**config.mk**
```make
export PLATFORM = sky130hd
export DESIGN_NAME = mls_lane_steer
export DESIGN_NICKNAME = d
export VERILOG_FILES = /design/src/common/mls_pkg.sv /design/src/common/mls_fmt_if.sv /design/src/core/mls_word_format.sv /design/src/core/mls_lane_steer.sv
export SDC_FILE = /design/constraint.sdc
export NUM_CORES = 2
export LEC_CHECK = 0
export BUFFER_PORTS_ARGS = -buffer_cell sky130_fd_sc_hd__buf_4
export CORE_AREA = 4 4 387 389
export DETAILED_ROUTE_END_ITERATION = 10
export DIE_AREA = 0 0 391 393
export PLACE_DENSITY = 0.41
export SLEW_MARGIN = 20
export SYNTH_ARGS = -nofsm -noshare
export SYNTH_HDL_FRONTEND = slang
export SYNTH_SLANG_ARGS = --single-unit
```
**constraint.sdc**
```tcl
create_clock -name clk -period 23.4 [get_ports clk]
set_input_delay 5.85 -clock clk [delete_from_list [all_inputs] [get_ports clk]]
set_output_delay 5.85 -clock clk [all_outputs]
set_load 0.02 [all_outputs]
```
**src/common/mls_pkg.sv**
```systemverilog
package mls_pkg;
    localparam int BUS_W = 64;
    localparam int REG_W = 40;
    localparam int SW_W = 16;
    localparam int NW_W = 32;
    localparam int FILL_W = 8;
    localparam int EXT_W = 16;
    localparam int ROWS_W = 2 * BUS_W;
    localparam int LANES = ROWS_W / SW_W;
    localparam int SW_IMPL_LANE = 2;
    localparam int NW_IMPL_LANE = 1;
    localparam int NBUS = 2;
    localparam int BUS_PM = 0;
    localparam int BUS_DM = 1;
    localparam int NSLOT = 2;
    localparam int SLOT_EX = 0;
    localparam int SLOT_IM = 1;

    typedef enum logic [1:0] {
        MLS_SHORT,
        MLS_NORMAL,
        MLS_EXTENDED,
        MLS_LONG
    } mls_width_t;

    typedef logic [REG_W-1:0] mls_reg_t;
    typedef logic [BUS_W-1:0] mls_bus_t;
    typedef logic [ROWS_W-1:0] mls_rows_t;
    typedef logic [LANES-1:0] mls_lanes_t;

    typedef struct packed {
        logic [NBUS-1:0][BUS_W-1:0] bus;
        logic [NBUS-1:0][ROWS_W-1:0] wrData;
        logic [NBUS-1:0][LANES-1:0] wrLaneEn;
        logic [NBUS-1:0][REG_W-1:0] priLoad;
        logic [NBUS-1:0][REG_W-1:0] secLoad;
        logic [NBUS-1:0] priWe;
        logic [NBUS-1:0] secWe;
        logic done;
        logic errDirect;
        logic errMix;
        logic errUnsup;
    } mls_state_t;

    localparam mls_state_t MLS_STATE_RST = '0;
endpackage : mls_pkg

```
**src/common/mls_fmt_if.sv**
```systemverilog
interface mls_fmt_if;
    logic isShort;
    logic short_sign_extend_bit;
    logic [mls_pkg::NW_W-1:0] memWord;
    logic [mls_pkg::REG_W-1:0] loadReg;
    logic [mls_pkg::REG_W-1:0] storeReg;
    logic [mls_pkg::NW_W-1:0] storeWord;

    modport core (
        output isShort,
        output short_sign_extend_bit,
        output memWord,
        output storeReg,
        input loadReg,
        input storeWord
    );

    modport conv (
        input isShort,
        input short_sign_extend_bit,
        input memWord,
        input storeReg,
        output loadReg,
        output storeWord
    );
endinterface : mls_fmt_if

```
**src/core/mls_word_format.sv**
```systemverilog
module mls_word_format (
    mls_fmt_if.conv fmt
);
    import mls_pkg::*;

    logic [EXT_W-1:0] ext;

    always_comb begin
        // one sign-extend control serves both elements alike
        ext = fmt.short_sign_extend_bit ? {EXT_W{fmt.memWord[SW_W-1]}} : '0;
        if (fmt.isShort) begin
            fmt.loadReg = {ext, fmt.memWord[SW_W-1:0], {FILL_W{1'b0}}};
            fmt.storeWord = {{(NW_W-SW_W){1'b0}}, fmt.storeReg[FILL_W +: SW_W]};
        end else begin
            fmt.loadReg = {fmt.memWord, {FILL_W{1'b0}}};
            // low fill bits are dropped, not rounded
            fmt.storeWord = fmt.storeReg[FILL_W +: NW_W];
        end
    end
endmodule // mls_word_format

```
**src/core/mls_lane_steer.sv**
```systemverilog
module mls_lane_steer (
    input wire logic clk,
    input wire logic rst,
    input wire logic reqValid,
    input wire logic reqDual,
    input wire logic reqSimd,
    input wire logic reqStore,
    input wire logic reqDirect,
    input wire logic reqUseDm,
    input wire logic short_sign_extend_bit,
    input wire mls_pkg::mls_width_t widthPm,
    input wire mls_pkg::mls_width_t widthDm,
    input wire logic [1:0] addrPm,
    input wire logic [1:0] addrDm,
    input wire logic exSecPm,
    input wire logic exSecDm,
    input wire mls_pkg::mls_reg_t priStorePm,
    input wire mls_pkg::mls_reg_t secStorePm,
    input wire mls_pkg::mls_reg_t priStoreDm,
    input wire mls_pkg::mls_reg_t secStoreDm,
    input wire mls_pkg::mls_rows_t rowsPm,
    input wire mls_pkg::mls_rows_t rowsDm,
    output mls_pkg::mls_bus_t pmBus,
    output mls_pkg::mls_bus_t dmBus,
    output mls_pkg::mls_rows_t pmWrData,
    output mls_pkg::mls_rows_t dmWrData,
    output mls_pkg::mls_lanes_t pmWrLaneEn,
    output mls_pkg::mls_lanes_t dmWrLaneEn,
    output mls_pkg::mls_reg_t priLoadPm,
    output mls_pkg::mls_reg_t secLoadPm,
    output mls_pkg::mls_reg_t priLoadDm,
    output mls_pkg::mls_reg_t secLoadDm,
    output logic priWePm,
    output logic secWePm,
    output logic priWeDm,
    output logic secWeDm,
    output logic done,
    output logic errDirect,
    output logic errMix,
    output logic errUnsup
);
    import mls_pkg::*;

    localparam int NFMT = NBUS * NSLOT;

    function automatic logic [SW_W-1:0] swPick(input mls_rows_t rows, input logic [2:0] idx);
        return rows[idx*SW_W +: SW_W];
    endfunction

    function automatic logic [NW_W-1:0] nwPick(input mls_rows_t rows, input logic [1:0] idx);
        return rows[idx*NW_W +: NW_W];
    endfunction

    function automatic logic isNarrow(input mls_width_t w);
        return (w == MLS_SHORT) || (w == MLS_NORMAL);
    endfunction

    mls_state_t state_r;
    mls_state_t state_nxt;

    mls_width_t wid [NBUS];
    logic [NBUS-1:0][1:0] adr;
    logic [NBUS-1:0] exSec;
    logic [NBUS-1:0][REG_W-1:0] priS;
    logic [NBUS-1:0][REG_W-1:0] secS;
    logic [NBUS-1:0][ROWS_W-1:0] rows;

    logic [NBUS-1:0][2:0] exSw;
    logic [NBUS-1:0][2:0] imSw;
    logic [NBUS-1:0][1:0] exNw;
    logic [NBUS-1:0][1:0] imNw;

    logic [NFMT-1:0] fmtShort;
    logic [NFMT-1:0][NW_W-1:0] fmtMem;
    logic [NFMT-1:0][REG_W-1:0] fmtStore;
    logic [NFMT-1:0][REG_W-1:0] fmtLoad;
    logic [NFMT-1:0][NW_W-1:0] fmtWord;

    assign wid[BUS_PM] = widthPm;
    assign wid[BUS_DM] = widthDm;
    assign adr = {addrDm, addrPm};
    assign exSec = {exSecDm, exSecPm};
    assign priS = {priStoreDm, priStorePm};
    assign secS = {secStoreDm, secStorePm};
    // each bus sees its row plus the following row, so an implicit
    // word past the end of a row is still reachable
    assign rows = {rowsDm, rowsPm};

    for (genvar g = 0; g < NFMT; g++) begin : gFmt
        mls_fmt_if fi ();
        assign fi.isShort = fmtShort[g];
        assign fi.short_sign_extend_bit = short_sign_extend_bit;
        assign fi.memWord = fmtMem[g];
        assign fi.storeReg = fmtStore[g];
        assign fmtLoad[g] = fi.loadReg;
        assign fmtWord[g] = fi.storeWord;
        mls_word_format uFmt (
            .fmt(fi)
        );
    end

    always_comb begin : pAddr
        for (int b = 0; b < NBUS; b++) begin
            exSw[b] = {1'b0, adr[b]};
            imSw[b] = exSw[b] + 3'h1;
            exNw[b] = {1'b0, adr[b][0]};
            imNw[b] = exNw[b] + 2'h1;
        end
    end

    always_comb begin : pFmtIn
        for (int b = 0; b < NBUS; b++) begin
            fmtShort[b*NSLOT+SLOT_EX] = (wid[b] == MLS_SHORT);
            fmtShort[b*NSLOT+SLOT_IM] = (wid[b] == MLS_SHORT);
            if (wid[b] == MLS_SHORT) begin
                fmtMem[b*NSLOT+SLOT_EX] = {{(NW_W-SW_W){1'b0}}, swPick(rows[b], exSw[b])};
                fmtMem[b*NSLOT+SLOT_IM] = {{(NW_W-SW_W){1'b0}}, swPick(rows[b], imSw[b])};
            end else begin
                fmtMem[b*NSLOT+SLOT_EX] = nwPick(rows[b], exNw[b]);
                fmtMem[b*NSLOT+SLOT_IM] = nwPick(rows[b], imNw[b]);
            end
            // a named secondary register makes the primary one implicit
            fmtStore[b*NSLOT+SLOT_EX] = exSec[b] ? secS[b] : priS[b];
            fmtStore[b*NSLOT+SLOT_IM] = exSec[b] ? priS[b] : secS[b];
        end
    end

    logic [NBUS-1:0] active;
    logic [NBUS-1:0] narrow;
    logic dualDirect;
    logic mixBad;
    logic unsup;
    logic go;
    logic [NW_W-1:0] exW;
    logic [NW_W-1:0] imW;

    always_comb begin : pNext
        state_nxt = MLS_STATE_RST;
        exW = '0;
        imW = '0;
        for (int b = 0; b < NBUS; b++) begin
            narrow[b] = isNarrow(wid[b]);
            active[b] = reqDual | (reqUseDm == (b == BUS_DM));
        end
        dualDirect = reqValid & reqDual & reqDirect;
        mixBad = reqValid & reqDual & reqSimd & (narrow[BUS_PM] != narrow[BUS_DM]);
        // width is judged per bus; only extended/long are not steered here
        unsup = reqValid & |(active & ~narrow);
        go = reqValid & ~dualDirect & ~mixBad & ~unsup;
        state_nxt.done = reqValid;
        state_nxt.errDirect = dualDirect;
        state_nxt.errMix = mixBad & ~dualDirect;
        state_nxt.errUnsup = unsup & ~dualDirect & ~mixBad;
        for (int b = 0; b < NBUS; b++) begin
            if (go && active[b]) begin
                exW = reqStore ? fmtWord[b*NSLOT+SLOT_EX] : fmtMem[b*NSLOT+SLOT_EX];
                imW = reqStore ? fmtWord[b*NSLOT+SLOT_IM] : fmtMem[b*NSLOT+SLOT_IM];
                if (wid[b] == MLS_SHORT) begin
                    // lanes left untouched stay zero from the default
                    state_nxt.bus[b][0 +: SW_W] = exW[SW_W-1:0];
                    if (reqSimd) begin
                        state_nxt.bus[b][SW_IMPL_LANE*SW_W +: SW_W] = imW[SW_W-1:0];
                    end
                    if (reqStore) begin
                        state_nxt.wrData[b][exSw[b]*SW_W +: SW_W] = exW[SW_W-1:0];
                        state_nxt.wrLaneEn[b][exSw[b]] = 1'b1;
                        if (reqSimd) begin
                            state_nxt.wrData[b][imSw[b]*SW_W +: SW_W] = imW[SW_W-1:0];
                            state_nxt.wrLaneEn[b][imSw[b]] = 1'b1;
                        end
                    end
                end else begin
                    state_nxt.bus[b][0 +: NW_W] = exW;
                    if (reqSimd) begin
                        state_nxt.bus[b][NW_IMPL_LANE*NW_W +: NW_W] = imW;
                    end
                    if (reqStore) begin
                        state_nxt.wrData[b][exNw[b]*NW_W +: NW_W] = exW;
                        state_nxt.wrLaneEn[b][exNw[b]*2 +: 2] = 2'h3;
                        if (reqSimd) begin
                            state_nxt.wrData[b][imNw[b]*NW_W +: NW_W] = imW;
                            state_nxt.wrLaneEn[b][imNw[b]*2 +: 2] = 2'h3;
                        end
                    end
                end
                if (!reqStore) begin
                    if (exSec[b]) begin
                        state_nxt.secLoad[b] = fmtLoad[b*NSLOT+SLOT_EX];
                        state_nxt.secWe[b] = 1'b1;
                    end else begin
                        state_nxt.priLoad[b] = fmtLoad[b*NSLOT+SLOT_EX];
                        state_nxt.priWe[b] = 1'b1;
                    end
                    if (reqSimd) begin
                        if (exSec[b]) begin
                            state_nxt.priLoad[b] = fmtLoad[b*NSLOT+SLOT_IM];
                            state_nxt.priWe[b] = 1'b1;
                        end else begin
                            state_nxt.secLoad[b] = fmtLoad[b*NSLOT+SLOT_IM];
                            state_nxt.secWe[b] = 1'b1;
                        end
                    end
                end
            end
        end
    end

    always_ff @(posedge clk or posedge rst) begin
        if (rst) begin
            state_r <= MLS_STATE_RST;
        end else begin
            state_r <= state_nxt;
        end
    end

    assign pmBus = state_r.bus[BUS_PM];
    assign dmBus = state_r.bus[BUS_DM];
    assign pmWrData = state_r.wrData[BUS_PM];
    assign dmWrData = state_r.wrData[BUS_DM];
    assign pmWrLaneEn = state_r.wrLaneEn[BUS_PM];
    assign dmWrLaneEn = state_r.wrLaneEn[BUS_DM];
    assign priLoadPm = state_r.priLoad[BUS_PM];
    assign secLoadPm = state_r.secLoad[BUS_PM];
    assign priLoadDm = state_r.priLoad[BUS_DM];
    assign secLoadDm = state_r.secLoad[BUS_DM];
    assign priWePm = state_r.priWe[BUS_PM];
    assign secWePm = state_r.secWe[BUS_PM];
    assign priWeDm = state_r.priWe[BUS_DM];
    assign secWeDm = state_r.secWe[BUS_DM];
    assign done = state_r.done;
    assign errDirect = state_r.errDirect;
    assign errMix = state_r.errMix;
    assign errUnsup = state_r.errUnsup;
endmodule // mls_lane_steer

```
==> out/summary.txt <==
========================================================================================
Post-route core utilization                                                        0.273
Average footprint of a synthesized cell                                         9.25 um2
Top-area cell type share of the netlist area                                       0.466
Post-detailed-route count of antenna-violating nets                                    0
Fin. Hold Viols                                                                        0
TritonCTS clock tree                                                                 yes
Flip-flop and latch area                                                      13,400 um2
Distinct cell type count after synthesis                                              87
Post-layout nets                                                                   4,342
Top cells by area in the synthesized netlist                                sky130_fd_sc_hd__dfrtp_1 47%, sky130_fd_sc_hd__nor2_1 5.7%, sky130_fd_sc_hd__mux2i_1 5.6%
H-tree depth reported by CTS                                                           3
Sequential share of the synthesized area                                           0.466
Flops & latches, synth                                                               536
Largest fanout of any net on the critical path                                        24
Number of synthesis warnings                                                           0
Number of fillers in the final layout                                             15,900
Effective utilization at floorplan                                                 0.196
TritonCTS sink count                                                                 536
Maximum clock frequency                                                          112 MHz
Slowest Stage Delay on Critical Path                                             0.86 ns
TritonCTS buffer count                                                                73
Final critical-path share of the clock period                                      0.380
GPL Wtd Cong                                                                       0.913
Area fraction in and, or, nand and nor cells after synthesis                       0.166
Worst setup path startpoint                                                    addrPm[0]
Count of hold-fix buffers inserted at cts                                              0
Run status                                                                  complete, no violations
Global-route usage over all layers                                                 0.251
Peak VDD IR                                                                    0.0472 mV
Async S/R FF share, synth                                                           1.00
Standby leakage power                                                            19.1 nW
Horiz. Die Dim                                                                    391 um
Family with the most delay on the worst path                                simple AND/OR/NAND/NOR gates
Boundary pin count                                                                 1,003
Synth-to-Final Area Change                                                         39.0%
Combinational family with the most area after synthesis                     compound AO/OA/AOI/OAI gates
Pre-Repair DR Iteration Count                                                          5
Fin. max-slew vios                                                                     0
Number of max-cap violations                                                           0
XOR/XNOR share of the synthesized area                                          0.000304
Met2 routed WL                                                                105,000 um
Cell with the biggest individual delay on the critical path                 sky130_fd_sc_hd__nor3b_2
Fraction of layout cells with a size suffix above 1                                0.305
Most common library cells after synthesis                                   536 x sky130_fd_sc_hd__dfrtp_1, 434 x sky130_fd_sc_hd__nor2_1, 329 x sky130_fd_sc_hd__nand2_1
Core area                                                                    147,000 um2
Post-CTS Setup Inserts                                                                 0
Top layer in use                                                                    met5
Combined buffer and inverter count along the critical path                             2
Post-synthesis mux area share                                                     0.0951
CTS max path bufs                                                                      3
Overall die height                                                                393 um
Global route overflow                                                                  0
Post-Synthesis Cells                                                               3,112
Max transition margin                                                              0.189
Area of the multi-input gates                                                 14,200 um2
Final count of negative-setup-slack endpoints                                          0
Area of the mapped netlist                                                    28,800 um2
Wire length of the first global-routing pass                                  264,000 um
Number of antenna violations at the first check in global routing                     61
Post-CTS resize count                                                                  0
Library cell occupying the most area in the post-synthesis netlist          sky130_fd_sc_hd__dfrtp_1
Met3 WL post-DR                                                                15,900 um
Category of the worst setup path launch point                               primary input
# DRC                                                                                  0
Number of DRC violations after detailed-routing iteration 0                        2,300
Worst min-delay path class                                                   in -> async
Element type at the critical path end                                           register
Total half-perimeter wirelength after legalization and detailed placement     159,000 um
Complex-gate fraction of the synthesized area                                      0.213
Routed len/inst                                                                  33.8 um
Series of cell instances along the critical path                            buf_4 -> inv_1 -> ha_1 -> nor2b_1 -> nand3_1 -> a21oi_1 -> nor3b_2 -> a21oi_1 -> o21ai_0
Die area                                                                     154,000 um2
Critical path required time                                                     23.90 ns
Classification of the worst setup path                                         in -> reg
Met1 Wirelength                                                                67,900 um
Critical Path Most Common Cell                                              sky130_fd_sc_hd__a21oi_1
Sum of routed wire length over all layers                                     200,000 um
Via count                                                                         29,200
Vias per cell                                                                       4.94
Setup tns final                                                                     0 ns
Power density cells                                                          68.2 nW/um2
Total of buffers placed on input and output ports                                    874
Final worst path period need                                                     8.90 ns
Synth Flop Type                                                             sky130_fd_sc_hd__dfrtp_1
Number of flops mapped to enable cells by yosys                                        0
Adder and majority cell fraction of the synthesized area                         0.00652
Number of rows in the core area                                                      141
Worst EP arrival                                                                 9.40 ns
Transition time of the tightest slew-check pin                                   1.21 ns
Clk slew on worst S/H paths                                                      0.06 ns
Setup repair after global routing missed its margin                                false
Most frequent cell after synthesis                                          sky130_fd_sc_hd__dfrtp_1
Largest net degree at the start of global routing                                    141
Via count of the first global-routing pass                                        29,600
Clk root buf                                                                sky130_fd_sc_hd__clkbuf_16
========================================================================================
[cells in the final DEF, fill, tap and decap left out, drive strengths merged, types with 13 or more instances in the layout]
cell type and instances:
a21oi 231, nor3 42, clkbuf 97, a31oi 38, a221oi 31, conb 64
ha 15, nand2 329, buf 944, a311oi 17, inv 34, nor2 438
o22ai 105, nand3 46, clkinv 15, mux4 24, o211ai 58, and2 33
or2 14, o22a 15, mux2 51, o21ai 155, nand2b 56, mux2i 162
o21a 31, nor2b 25, dfrtp 536, diode 33, a32oi 13, o221ai 36
or3 15, and3 31, a211oi 65, o21bai 17, bufinv 13
[flip-flops by register name (all words and copies together), names as in the netlist]
register    cells
pmWrData      128
priWePm         1
dmWrLaneEn      8
dmBus          64
pmBus          64
priLoadDm      32
errUnsup        1
priWeDm         1
secLoadDm      32
done            1
errDirect       1
errMix          1
secWeDm         1
pmWrLaneEn      8
secWePm         1
dmWrData      128
secLoadPm      32
priLoadPm      32
[final timing paths]
check / endpoint / slack, ns / depth (start not counted)
worst min-delay path: dmWrData[116] / 5.24 / 2
max in group asynchronous: secLoadDm[29] / 15.31 / 5
worst max-delay path: pmWrData[26] / 14.50 / 9
min in group clk: done / 5.31 / 1
[layer usage]
| layer | GRT usage | vias to the layer above |
|---|---|---|
| li1 | - | 12700 |
| met5 | 0 | - |
| met4 | 0.130 | 28 |
| met1 | 0.254 | 14700 |
| met3 | 0.0763 | 341 |
| met2 | 0.463 | 1367 |
[power by group]
group          switching, mW  internal (mW)  leakage, nW
sequential           0.00599          0.943         7.38
combinational          0.360          0.158         10.4
clock                  0.486          0.774         1.30
total                  0.852           1.88         19.1
[logic make-up after synthesis]
kind of cell,count (synthesis)
and+or+nand+nor,1068
buffers and inverters,332
DFF,536
AOI/OAI and AO/OA,922
adders and majority gates,15
xor gates and xnor gates,1
other,1
muxes,237
[cell type report]
| cell class | instances | share of cell area |
|---|---|---|
| tap | 1930 | 0.0604 |
| timing repair buffer | 944 | 0.178 |
| antenna | 33 | 0.00206 |
| clock buffer | 97 | 0.0520 |
| sequential | 536 | 0.335 |
| clock inverter | 37 | 0.0147 |
| multi-input combinational | 2307 | 0.354 |
| inverter | 30 | 0.00303 |
[stage by stage]
| stage | std cells | setup WS, ns | total power [mW] | hold slack, ns | instance area [um2] |
|---|---|---|---|---|---|
| 2_1_floorplan | 3175 | 2.57 | 1.23 | 5.88 | 29000 |
| 3_3_place_gp | 5746 | 13.80 | 1.49 | 5.95 | 37200 |
| 3_5_place_dp | 5747 | 13.84 | 1.49 | 5.95 | 37300 |
| 4_1_cts | 5881 | 14.58 | 2.77 | 5.20 | 39900 |
| 5_1_grt | 5897 | 14.44 | 2.82 | 5.22 | 40000 |
| 6_report | 5914 | 14.50 | 2.73 | 5.24 | 40000 |
Power figures use the tool's default switching activity.
